**config.mk**
```make
export PLATFORM = sky130hd
export DESIGN_NAME = hbg_gate_ctrl
export DESIGN_NICKNAME = d
export VERILOG_FILES = /design/src/logic/hbg_pkg.sv /design/src/logic/hbg_gate_ctrl.sv
export SDC_FILE = /design/constraint.sdc
export NUM_CORES = 1
export LEC_CHECK = 0
export BUFFER_PORTS_ARGS = -buffer_cell sky130_fd_sc_hd__buf_2
export CAP_MARGIN = 20
export CORE_MARGIN = 8
export CORE_UTILIZATION = 35
export DETAILED_ROUTE_END_ITERATION = 8
export PLACE_DENSITY = 0.64
export SKIP_CTS_REPAIR_TIMING = 1
export SLEW_MARGIN = 40
export SYNTH_ARGS = -nofsm -noshare
export SYNTH_HDL_FRONTEND = slang
export SYNTH_SLANG_ARGS = --single-unit
```
**constraint.sdc**
```tcl
create_clock -name clock_i -period 3 [get_ports clock_i]
set_clock_uncertainty 0.2 [all_clocks]
set_input_delay 0.15 -clock clock_i [delete_from_list [all_inputs] [get_ports clock_i]]
set_output_delay 0.15 -clock clock_i [all_outputs]
set_load 0.05 [all_outputs]
```
**src/logic/hbg_pkg.sv**
```systemverilog
// hbg_pkg: shared constants, types and apb register map for the h-bridge gate control block
// assumes a 40 mhz system clock and a 32-bit apb master
package hbg_pkg;
    localparam int unsigned CLK_HZ = 40_000_000;
    // interval lengths in nanoseconds
    localparam int unsigned TOFF_NS = 25_000;
    localparam int unsigned BLANK_NS = 2_000;
    localparam int unsigned DRIVE_NS = 1_000;
    localparam int unsigned DEAD_NS = 250;
    localparam int unsigned TOFF_CYC = (TOFF_NS * 40) / 1000;
    localparam int unsigned BLANK_CYC = (BLANK_NS * 40) / 1000;
    localparam int unsigned DRIVE_CYC = (DRIVE_NS * 40) / 1000;
    localparam int unsigned DEAD_CYC = (DEAD_NS * 40 + 999) / 1000;
    localparam int unsigned CNT_W = 12;
    // apb register byte offsets
    localparam logic [7:0] OFS_CTRL = 8'h00;
    localparam logic [7:0] OFS_STAT = 8'h04;
    // control register fields
    localparam int unsigned CTRL_SH_BIT = 0;
    localparam int unsigned CTRL_GAIN_LSB = 1;
    localparam int unsigned CTRL_STR_LSB = 3;
    localparam logic [31:0] CTRL_RST = 32'h0000_0000;
    // status register fields
    localparam int unsigned STAT_MODE_LSB = 0;
    localparam int unsigned STAT_FAULT_BIT = 2;
    localparam int unsigned STAT_CHOP_BIT = 3;
    localparam int unsigned STAT_GATE_LSB = 4;
    // strap decoding for gate strength: low gives the weakest, open gives intermediate
    localparam logic [2:0] STR_WEAK = 3'h0;
    localparam logic [2:0] STR_OPEN = 3'h3;
    localparam logic [2:0] STR_HIGH = 3'h5;

    typedef enum logic [1:0]
    {
        HBG_M_DIREN = 2'h0,
        HBG_M_INDEP = 2'h1,
        HBG_M_PWM = 2'h3
    } hbg_mode_t;

    typedef enum logic [1:0]
    {
        HBG_C_DRIVE = 2'h0,
        HBG_C_BLANK = 2'h1,
        HBG_C_OFF = 2'h3
    } hbg_chop_t;

    // gate command {high_1, low_1, high_2, low_2}
    localparam logic [3:0] G_OFF = 4'h0;
    localparam logic [3:0] G_FWD = 4'h9;
    localparam logic [3:0] G_REV = 4'h6;
    localparam logic [3:0] G_BRK = 4'h5;
endpackage

```
**src/logic/hbg_gate_ctrl.sv**
```systemverilog
// hbg_gate_ctrl: control logic of one h-bridge gate driver with apb configuration and status
// assumes synchronous inputs, analog comparators delivered as logic levels, host strap pins
//
// The APB slave port and the register addresses were left to the implementer.
`timescale 1ns/100ps
module hbg_gate_ctrl
    import hbg_pkg::*;
#(
    parameter int unsigned TOFF_CYCLES = TOFF_CYC,
    parameter int unsigned BLANK_CYCLES = BLANK_CYC,
    parameter int unsigned DRIVE_CYCLES = DRIVE_CYC,
    parameter int unsigned DEAD_CYCLES = DEAD_CYC,
    parameter bit CONFIGURABLE = 1'b1
)
(
    input wire logic clock_i,
    input wire logic rstn_i,
    input wire logic psel_i,
    input wire logic penable_i,
    input wire logic pwrite_i,
    input wire logic [7:0] paddr_i,
    input wire logic [31:0] pwdata_i,
    output logic [31:0] prdata_o,
    output logic pready_o,
    output logic pslverr_o,
    input wire logic first_control_input_i,
    input wire logic second_control_input_i,
    input wire logic sleep_bar_i,
    input wire logic mode_strap_high_i,
    input wire logic mode_strap_open_i,
    input wire logic strength_strap_low_i,
    input wire logic strength_strap_open_i,
    input wire logic chop_trip_i,
    input wire logic sense_over_1v_i,
    input wire logic other_fault_i,
    input wire logic [3:0] gate_is_on_i,
    output logic digital_supply_o,
    output logic analog_supply_o,
    output logic bridge_enable_o,
    output logic [3:0] gate_cmd_o,
    output logic [3:0] strong_pulldown_o,
    output logic [3:0] peak_drive_o,
    output logic [2:0] gate_strength_select_o,
    output logic [1:0] amp_gain_o,
    output logic amp_out_enable_o,
    output logic fault_out_n_o,
    output logic fault_out_n_oe_o
);
    typedef struct packed {
        logic rs1;
        logic rs2;
        logic [1:0] pwr_seq;
        hbg_mode_t mode;
        logic sleep_d;
        hbg_chop_t chop;
        logic [CNT_W-1:0] chop_cnt;
        logic [CNT_W-1:0] drv_cnt;
        logic [CNT_W-1:0] dead_cnt;
        logic [3:0] want;
        logic [3:0] gate;
        logic [3:0] pull;
        logic [3:0] peak;
        logic [2:0] strength;
        logic [31:0] ctrl;
        logic [31:0] rdata;
        logic ready;
        logic slverr;
        logic amp_en;
        logic fault;
    } hbg_state_t;

    hbg_state_t st_r;
    hbg_state_t st_nxt;
    logic rs1_r;
    logic rs2_r;
    logic rst_n;

    // two-flop reset release; rest of the design uses the released copy
    always_ff @(posedge clock_i or negedge rstn_i)
    begin
        if (!rstn_i)
        begin
            rs1_r <= 1'b0;
            rs2_r <= 1'b0;
        end
        else
        begin
            rs1_r <= 1'b1;
            rs2_r <= rs1_r;
        end
    end
    assign rst_n = rs2_r;

    // gate pattern from mode and inputs, no chopping involved
    function automatic logic [3:0] decode(input hbg_mode_t m, input logic a, input logic b);
        logic [3:0] g;
        g = G_OFF;
        unique case (m)
            HBG_M_DIREN: g = !b ? G_BRK : (a ? G_FWD : G_REV);
            HBG_M_INDEP: g = {a, !a, b, !b};
            HBG_M_PWM: g = ({a, b} == 2'b00) ? G_OFF : ({a, b} == 2'b01) ? G_REV :
                           ({a, b} == 2'b10) ? G_FWD : G_BRK;
            default: g = G_OFF;
        endcase
        return g;
    endfunction

    function automatic logic [CNT_W-1:0] cnt_of(input int unsigned n);
        return CNT_W'(n);
    endfunction

    always_comb
    begin
        logic driving;
        logic [3:0] target;
        logic [3:0] opp_on;
        logic [3:0] turning_on;
        logic apb_acc;
        st_nxt = st_r;
        driving = 1'b0;
        target = G_OFF;
        opp_on = 4'h0;
        turning_on = 4'h0;
        apb_acc = psel_i && penable_i;
        st_nxt.sleep_d = sleep_bar_i;

        // power sequencing: digital first, then mode latch, then analog
        if (!sleep_bar_i)
        begin
            st_nxt.pwr_seq = 2'h0;
        end
        else if (st_r.pwr_seq != 2'h3)
        begin
            st_nxt.pwr_seq = st_r.pwr_seq + 2'h1;
        end
        // strap captured only in the step between the two supply enables
        if (sleep_bar_i && st_r.pwr_seq == 2'h1)
        begin
            st_nxt.mode = mode_strap_open_i ? HBG_M_PWM :
                          (mode_strap_high_i ? HBG_M_INDEP : HBG_M_DIREN);
            st_nxt.strength = strength_strap_low_i ? STR_WEAK :
                              (strength_strap_open_i ? STR_OPEN : STR_HIGH);
        end

        st_nxt.want = decode(st_r.mode, first_control_input_i, second_control_input_i);
        driving = (st_nxt.want == G_FWD) || (st_nxt.want == G_REV);

        // fixed off-time chopping with blanking, counted on the device clock
        unique case (st_r.chop)
            HBG_C_DRIVE:
            begin
                if (driving && st_r.want != st_nxt.want)
                begin
                    st_nxt.chop = HBG_C_BLANK;
                    st_nxt.chop_cnt = cnt_of(BLANK_CYCLES);
                end
                else if (driving && chop_trip_i && st_r.mode != HBG_M_INDEP)
                begin
                    st_nxt.chop = HBG_C_OFF;
                    st_nxt.chop_cnt = cnt_of(TOFF_CYCLES);
                end
            end
            HBG_C_BLANK:
            begin
                if (!driving)
                    st_nxt.chop = HBG_C_DRIVE;
                else if (st_r.chop_cnt <= cnt_of(1))
                    st_nxt.chop = HBG_C_DRIVE;
                else
                    st_nxt.chop_cnt = st_r.chop_cnt - cnt_of(1);
            end
            HBG_C_OFF:
            begin
                if (!driving || st_r.chop_cnt <= cnt_of(1))
                begin
                    st_nxt.chop = driving ? HBG_C_BLANK : HBG_C_DRIVE;
                    st_nxt.chop_cnt = cnt_of(BLANK_CYCLES);
                end
                else
                    st_nxt.chop_cnt = st_r.chop_cnt - cnt_of(1);
            end
            default: st_nxt.chop = HBG_C_DRIVE;
        endcase
        if (st_r.pwr_seq != 2'h3 || st_r.mode == HBG_M_INDEP)
            st_nxt.chop = HBG_C_DRIVE;
        target = (st_nxt.chop == HBG_C_OFF) ? G_BRK : st_nxt.want;
        if (st_r.pwr_seq != 2'h3)
            target = G_OFF;

        // break-before-make per half-bridge: opposite gate must report off first
        opp_on = {gate_is_on_i[2], gate_is_on_i[3], gate_is_on_i[0], gate_is_on_i[1]};
        for (int i = 0; i < 4; i++)
        begin
            if (!target[i])
                st_nxt.gate[i] = 1'b0;
            else if (!st_r.gate[i] && !opp_on[i] && !st_r.gate[i ^ 1] && st_r.dead_cnt == '0)
                st_nxt.gate[i] = 1'b1;
        end
        if (st_nxt.gate != st_r.gate && st_nxt.gate == st_r.gate)
            st_nxt.dead_cnt = '0;
        else if ((st_r.gate & ~target) != 4'h0)
            st_nxt.dead_cnt = cnt_of(DEAD_CYCLES);
        else if (st_r.dead_cnt != '0)
            st_nxt.dead_cnt = st_r.dead_cnt - cnt_of(1);

        // peak current for the drive interval after any gate change, then hold current
        turning_on = st_nxt.gate & ~st_r.gate;
        if (st_nxt.gate != st_r.gate)
        begin
            st_nxt.drv_cnt = cnt_of(DRIVE_CYCLES);
            st_nxt.peak = 4'hf;
        end
        else if (st_r.drv_cnt > cnt_of(1))
            st_nxt.drv_cnt = st_r.drv_cnt - cnt_of(1);
        else
        begin
            st_nxt.drv_cnt = '0;
            st_nxt.peak = 4'h0;
        end
        // strong pulldown on the low gate while its high gate turns on
        st_nxt.pull = {1'b0, turning_on[3] || (st_r.peak[3] && st_r.gate[3]),
                       1'b0, turning_on[1] || (st_r.peak[1] && st_r.gate[1])};

        // amplifier output off in brake when hold-sample mode is set
        st_nxt.amp_en = (st_r.pwr_seq == 2'h3) &&
                        !(st_r.ctrl[CTRL_SH_BIT] && target == G_BRK);
        st_nxt.fault = sense_over_1v_i || other_fault_i;

        // apb slave, zero wait states; unmapped offsets answer with an error
        st_nxt.ready = 1'b0;
        st_nxt.slverr = 1'b0;
        if (psel_i && !penable_i)
        begin
            st_nxt.ready = 1'b1;
            st_nxt.slverr = !(paddr_i == OFS_CTRL || paddr_i == OFS_STAT);
            st_nxt.rdata = 32'h0000_0000;
            if (!pwrite_i && paddr_i == OFS_CTRL)
                st_nxt.rdata = st_r.ctrl;
            if (!pwrite_i && paddr_i == OFS_STAT)
            begin
                st_nxt.rdata[STAT_MODE_LSB +: 2] = st_r.mode;
                st_nxt.rdata[STAT_FAULT_BIT] = st_r.fault;
                st_nxt.rdata[STAT_CHOP_BIT] = (st_r.chop == HBG_C_OFF);
                st_nxt.rdata[STAT_GATE_LSB +: 4] = st_r.gate;
            end
        end
        if (apb_acc && st_r.ready && pwrite_i && paddr_i == OFS_CTRL)
        begin
            st_nxt.ctrl = 32'h0000_0000;
            st_nxt.ctrl[CTRL_SH_BIT] = pwdata_i[CTRL_SH_BIT];
            st_nxt.ctrl[CTRL_GAIN_LSB +: 2] = CONFIGURABLE ? pwdata_i[CTRL_GAIN_LSB +: 2] : 2'h1;
        end
        if (apb_acc && st_r.ready)
            st_nxt.ready = 1'b0;
        st_nxt.rs1 = 1'b0;
        st_nxt.rs2 = 1'b0;
    end

    // single state register
    always_ff @(posedge clock_i or negedge rst_n)
    begin
        if (!rst_n)
        begin
            st_r <= '0;
            st_r.mode <= HBG_M_DIREN;
            st_r.chop <= HBG_C_DRIVE;
            st_r.ctrl <= CTRL_RST;
        end
        else
            st_r <= st_nxt;
    end

    assign prdata_o = st_r.rdata;
    assign pready_o = st_r.ready;
    assign pslverr_o = st_r.slverr;
    assign digital_supply_o = st_r.pwr_seq != 2'h0;
    assign analog_supply_o = st_r.pwr_seq == 2'h3;
    assign bridge_enable_o = st_r.pwr_seq == 2'h3;
    assign gate_cmd_o = st_r.gate;
    assign strong_pulldown_o = st_r.pull;
    assign peak_drive_o = st_r.peak;
    assign gate_strength_select_o = st_r.strength;
    assign amp_gain_o = st_r.ctrl[CTRL_GAIN_LSB +: 2];
    assign amp_out_enable_o = st_r.amp_en;
    assign fault_out_n_o = 1'b0;
    assign fault_out_n_oe_o = st_r.fault;
endmodule

```
==> impl_metrics.ini <==
[status]
status = finished, final reports clean

[synthesis]
synth_cells = 498
synth_edf_count = 0
async_flop_share_pct = 100
syn_area_per_cell_sq_um = 9.35
yosys_warnings = 0
synth.yosys.seq_area_share_pct = 39.2
ys_ff_latch = 73
syn_area_sq_um = 4660
synth_cell_types = 72
synth-main-ff-cell = dfrtp_1

[finish]
area_growth_pct = 18.1
utilization_pct = 41.9
antennaDiodeCount = 0
nFillCells = 1290
fin_nets = 641
layout-drive-gt1-share_pct = 25.0

[floorplan]
die_w_um = 131
start_util_pct = 35.5
die-area_sq_um = 17300
core_sq_um = 13100
fp-row-count = 42
die_height_um = 131
ioPinCount = 116

[cts]
clock-sinks = 73
cts.path.max_buffers = 2
clk_pin_slew_worst_paths_ns = 0.06
clock_latency_ns = 0.33
cts_max_level = 3
numCtsBuffers = 9
cts_tree = done
cts-root-buf = clkbuf_16

[sta]
fmaxAchievable_mhz = 351
setup_viol = 0
slew_headroom_pct = 46.2
hold_violations = 0
tns_ns = 0
rsz0062_at_grt = false
worst_pin_slew_ns = 0.801
slew_violations = 0
period_needed_ns = 2.85
min_period_over_period_pct = 95.1

[global_routing]
grt_max_degree = 38
antenna_found_initial = 0
grt_pass1_vias = 3817
grt-ovfl-total = 0
grt_pass1_wl_um = 18700
gr-usage-all-layers_pct = 12.8

[drt]
routed_via_density = 5.07
drt_iter0_drc = 256
dr.pass1.iters = 4
vias = 3811
route.detailed.drc = 0
drt_wl_total_um = 11100
drt-wirelength-per-cell_um = 14.8
ant_nets = 0

[pwr]
leakagePower_nw = 2.61
power_frac_seq_pct = 34.2
switching_share_pct = 40.6
p_comb_share_pct = 41.8
vdd_drop_max_mv = 0.326
p_int_w = 0.00268
clock_power_share_pct = 24.1
power_density_nw_per_um2 = 819
p_switching_w = 0.00183

[placed_design]
io_buffers = 59
dpl.hpwl_um = 8060
gp_congestion = 0.863

[critical_path]
critPathTopFamily = simple AND/OR/NAND/NOR gates
end_kind = flip-flop
worstPathCellList = or4_4, nor4_4, or2b_1, a21oi_1, a311o_4, and2_2, o31ai_1
cp_slowest_cell = or4_4
path_buf_inv = 0
max_stage_delay_ns = 0.56
critPathArrivalTime_ns = 2.83
worst_ep_required_time_ns = 2.98
cp_max_fo = 7
critPathKind = reg2reg
worstSetupStartpointType = flip-flop

[min_path]
holdCritPathClass = in2reg

[job]
maxCapViolCount = 0
## placed cells by master (no fill, tap or decap), drive strengths merged, types with 4 or more instances in the layout
master       synthesis  final
ha                  12     12
a21oi               27     27
dlygate4sd3          0     18
a22o                 6      6
nor2                38     38
o31ai               18     18
nand2               33     33
nand2b               7      7
inv                 23     25
conb                 2     28
xnor2                7      7
xor2                 8      8
a31oi                6      6
mux2i                8      8
a22oi                4      4
nor3b                5      5
clkbuf              11      9
dfrtp               73     73
nor2b                4      4
a211oi              12     12
mux2                 5      5
o21a                 4      4
nor3                16     16
or4                  6      6
buf                 64     93
nand3               11     11
nor4                 9      9
a21o                 7      7
and2                 4      4
o21ai               20     20
## cell usage after synthesis (4+ instances only)
cell type	n	area share, %
nand2b_1	7	0.94
a22o_1	5	0.94
a211oi_1	4	0.64
a21oi_1	27	2.9
o21ai_0	19	2.0
buf_4	51	8.2
a21o_1	6	0.97
or4_1	5	0.81
a31oi_1	6	0.81
nor3_1	16	1.7
mux2i_1	8	1.7
a211oi_2	8	2.1
inv_1	23	1.9
o31ai_1	18	2.9
clkbuf_1	9	0.73
nand2_1	33	2.7
o21a_1	4	0.64
nor2_1	38	3.1
a22oi_1	4	0.64
xnor2_1	7	1.3
buf_6	5	1.2
mux2_2	5	1.2
dfrtp_1	73	39
nor3b_1	5	0.81
nor4_1	8	1.1
buf_2	7	0.75
nor2b_1	4	0.54
xor2_1	8	1.5
ha_1	12	3.2
nand3_1	11	1.2
## worst min-delay path, stage by stage
cell and delay (ns):
buf_2 0.07, nor4_1 0.06, nand2_1 0.11, o21ai_0 0.10
## state kept, by name (all words and copies together), names as in the netlist
signal                  flops
fault_out_n_oe_o            1
pready_o                    1
peak_drive_o                1
rs1_r                       1
st_r                       47
amp_gain_o                  2
prdata_o                    8
gate_strength_select_o      3
gate_cmd_o                  4
pslverr_o                   1
strong_pulldown_o           2
amp_out_enable_o            1
rs2_r                       1
## area by class of cell
type                       count  area, sq um  share of cell area (%)
tap                          176          220                    4.00
multi-input combinational    352         2300                    41.8
sequential                    73         1830                    33.3
clock buffer                   9          225                    4.09
clock inverter                 7         78.8                    1.43
inverter                      23         86.3                    1.57
timing repair buffer         111          756                    13.7
## path summary, 6_finish.rpt
check / start / end / slack, ns / cells after the start
max in group asynchronous: rs2_r / st_r[127] / 1.94 / 1
hold / removal: paddr_i[1] / prdata_o[0] / 0.005 / 4
setup / recovery: st_r[117] / strong_pulldown_o[2] / 0.15 / 7
setup reg to reg: st_r[117] / strong_pulldown_o[2] / 0.15 / 7
hold reg to reg: rs2_r / st_r[128] / 0.09 / 0
min in group asynchronous: rs2_r / st_r[128] / 0.09 / 0
## power by group through the flow
stage,clock network [W],registers [W],logic (W)
floorplan,0,0.00147,0.00152
global placement,0,0.00153,0.00179
detailed placement,0,0.00154,0.00184
CTS,0.00112,0.00153,0.00186
global route,0.00116,0.00158,0.00208
finish,0.00108,0.00154,0.00188
## routing by layer
layer	share of wire, %	routed length, um	vias to the layer above	GRT usage, %
met4	1.6	181	0	4.47
met3	4.4	482	13	3.51
met2	52	5750	76	22.0
met5	0	0	-	0
li1	-	-	1853	-
met1	42	4670	1869	15.1
## stage by stage
step | total power [W] | setup slack [ns] | hold WS, ns | instances | area (sq um)
floorplan | 0.00299 | 0.177 | -0.346 | 524 | 4760
global placement | 0.00332 | 0.126 | -0.264 | 717 | 5000
detailed placement | 0.00339 | 0.0930 | -0.263 | 717 | 5000
CTS | 0.00451 | 0.0498 | -0.624 | 733 | 5310
global route | 0.00482 | 0.00544 | 0.00773 | 751 | 5500
finish | 0.00451 | 0.148 | 0.00539 | 751 | 5500
## kinds of logic (layout without fill, tap and decap cells)
logic type      count (synthesis)  in the layout  share of synthesized area (%)
compound gates                129            129                           20.3
buf+inv                        99            150                           13.6
xor+xnor                       15             15                           2.82
flops                          73             73                           39.2
simple gates                  155            155                           17.7
mux                            13             13                           2.93
fa+ha+maj                      12             12                           3.22
other cells                     2             28                          0.161
Note: power is estimated with default switching activity, not from simulation.
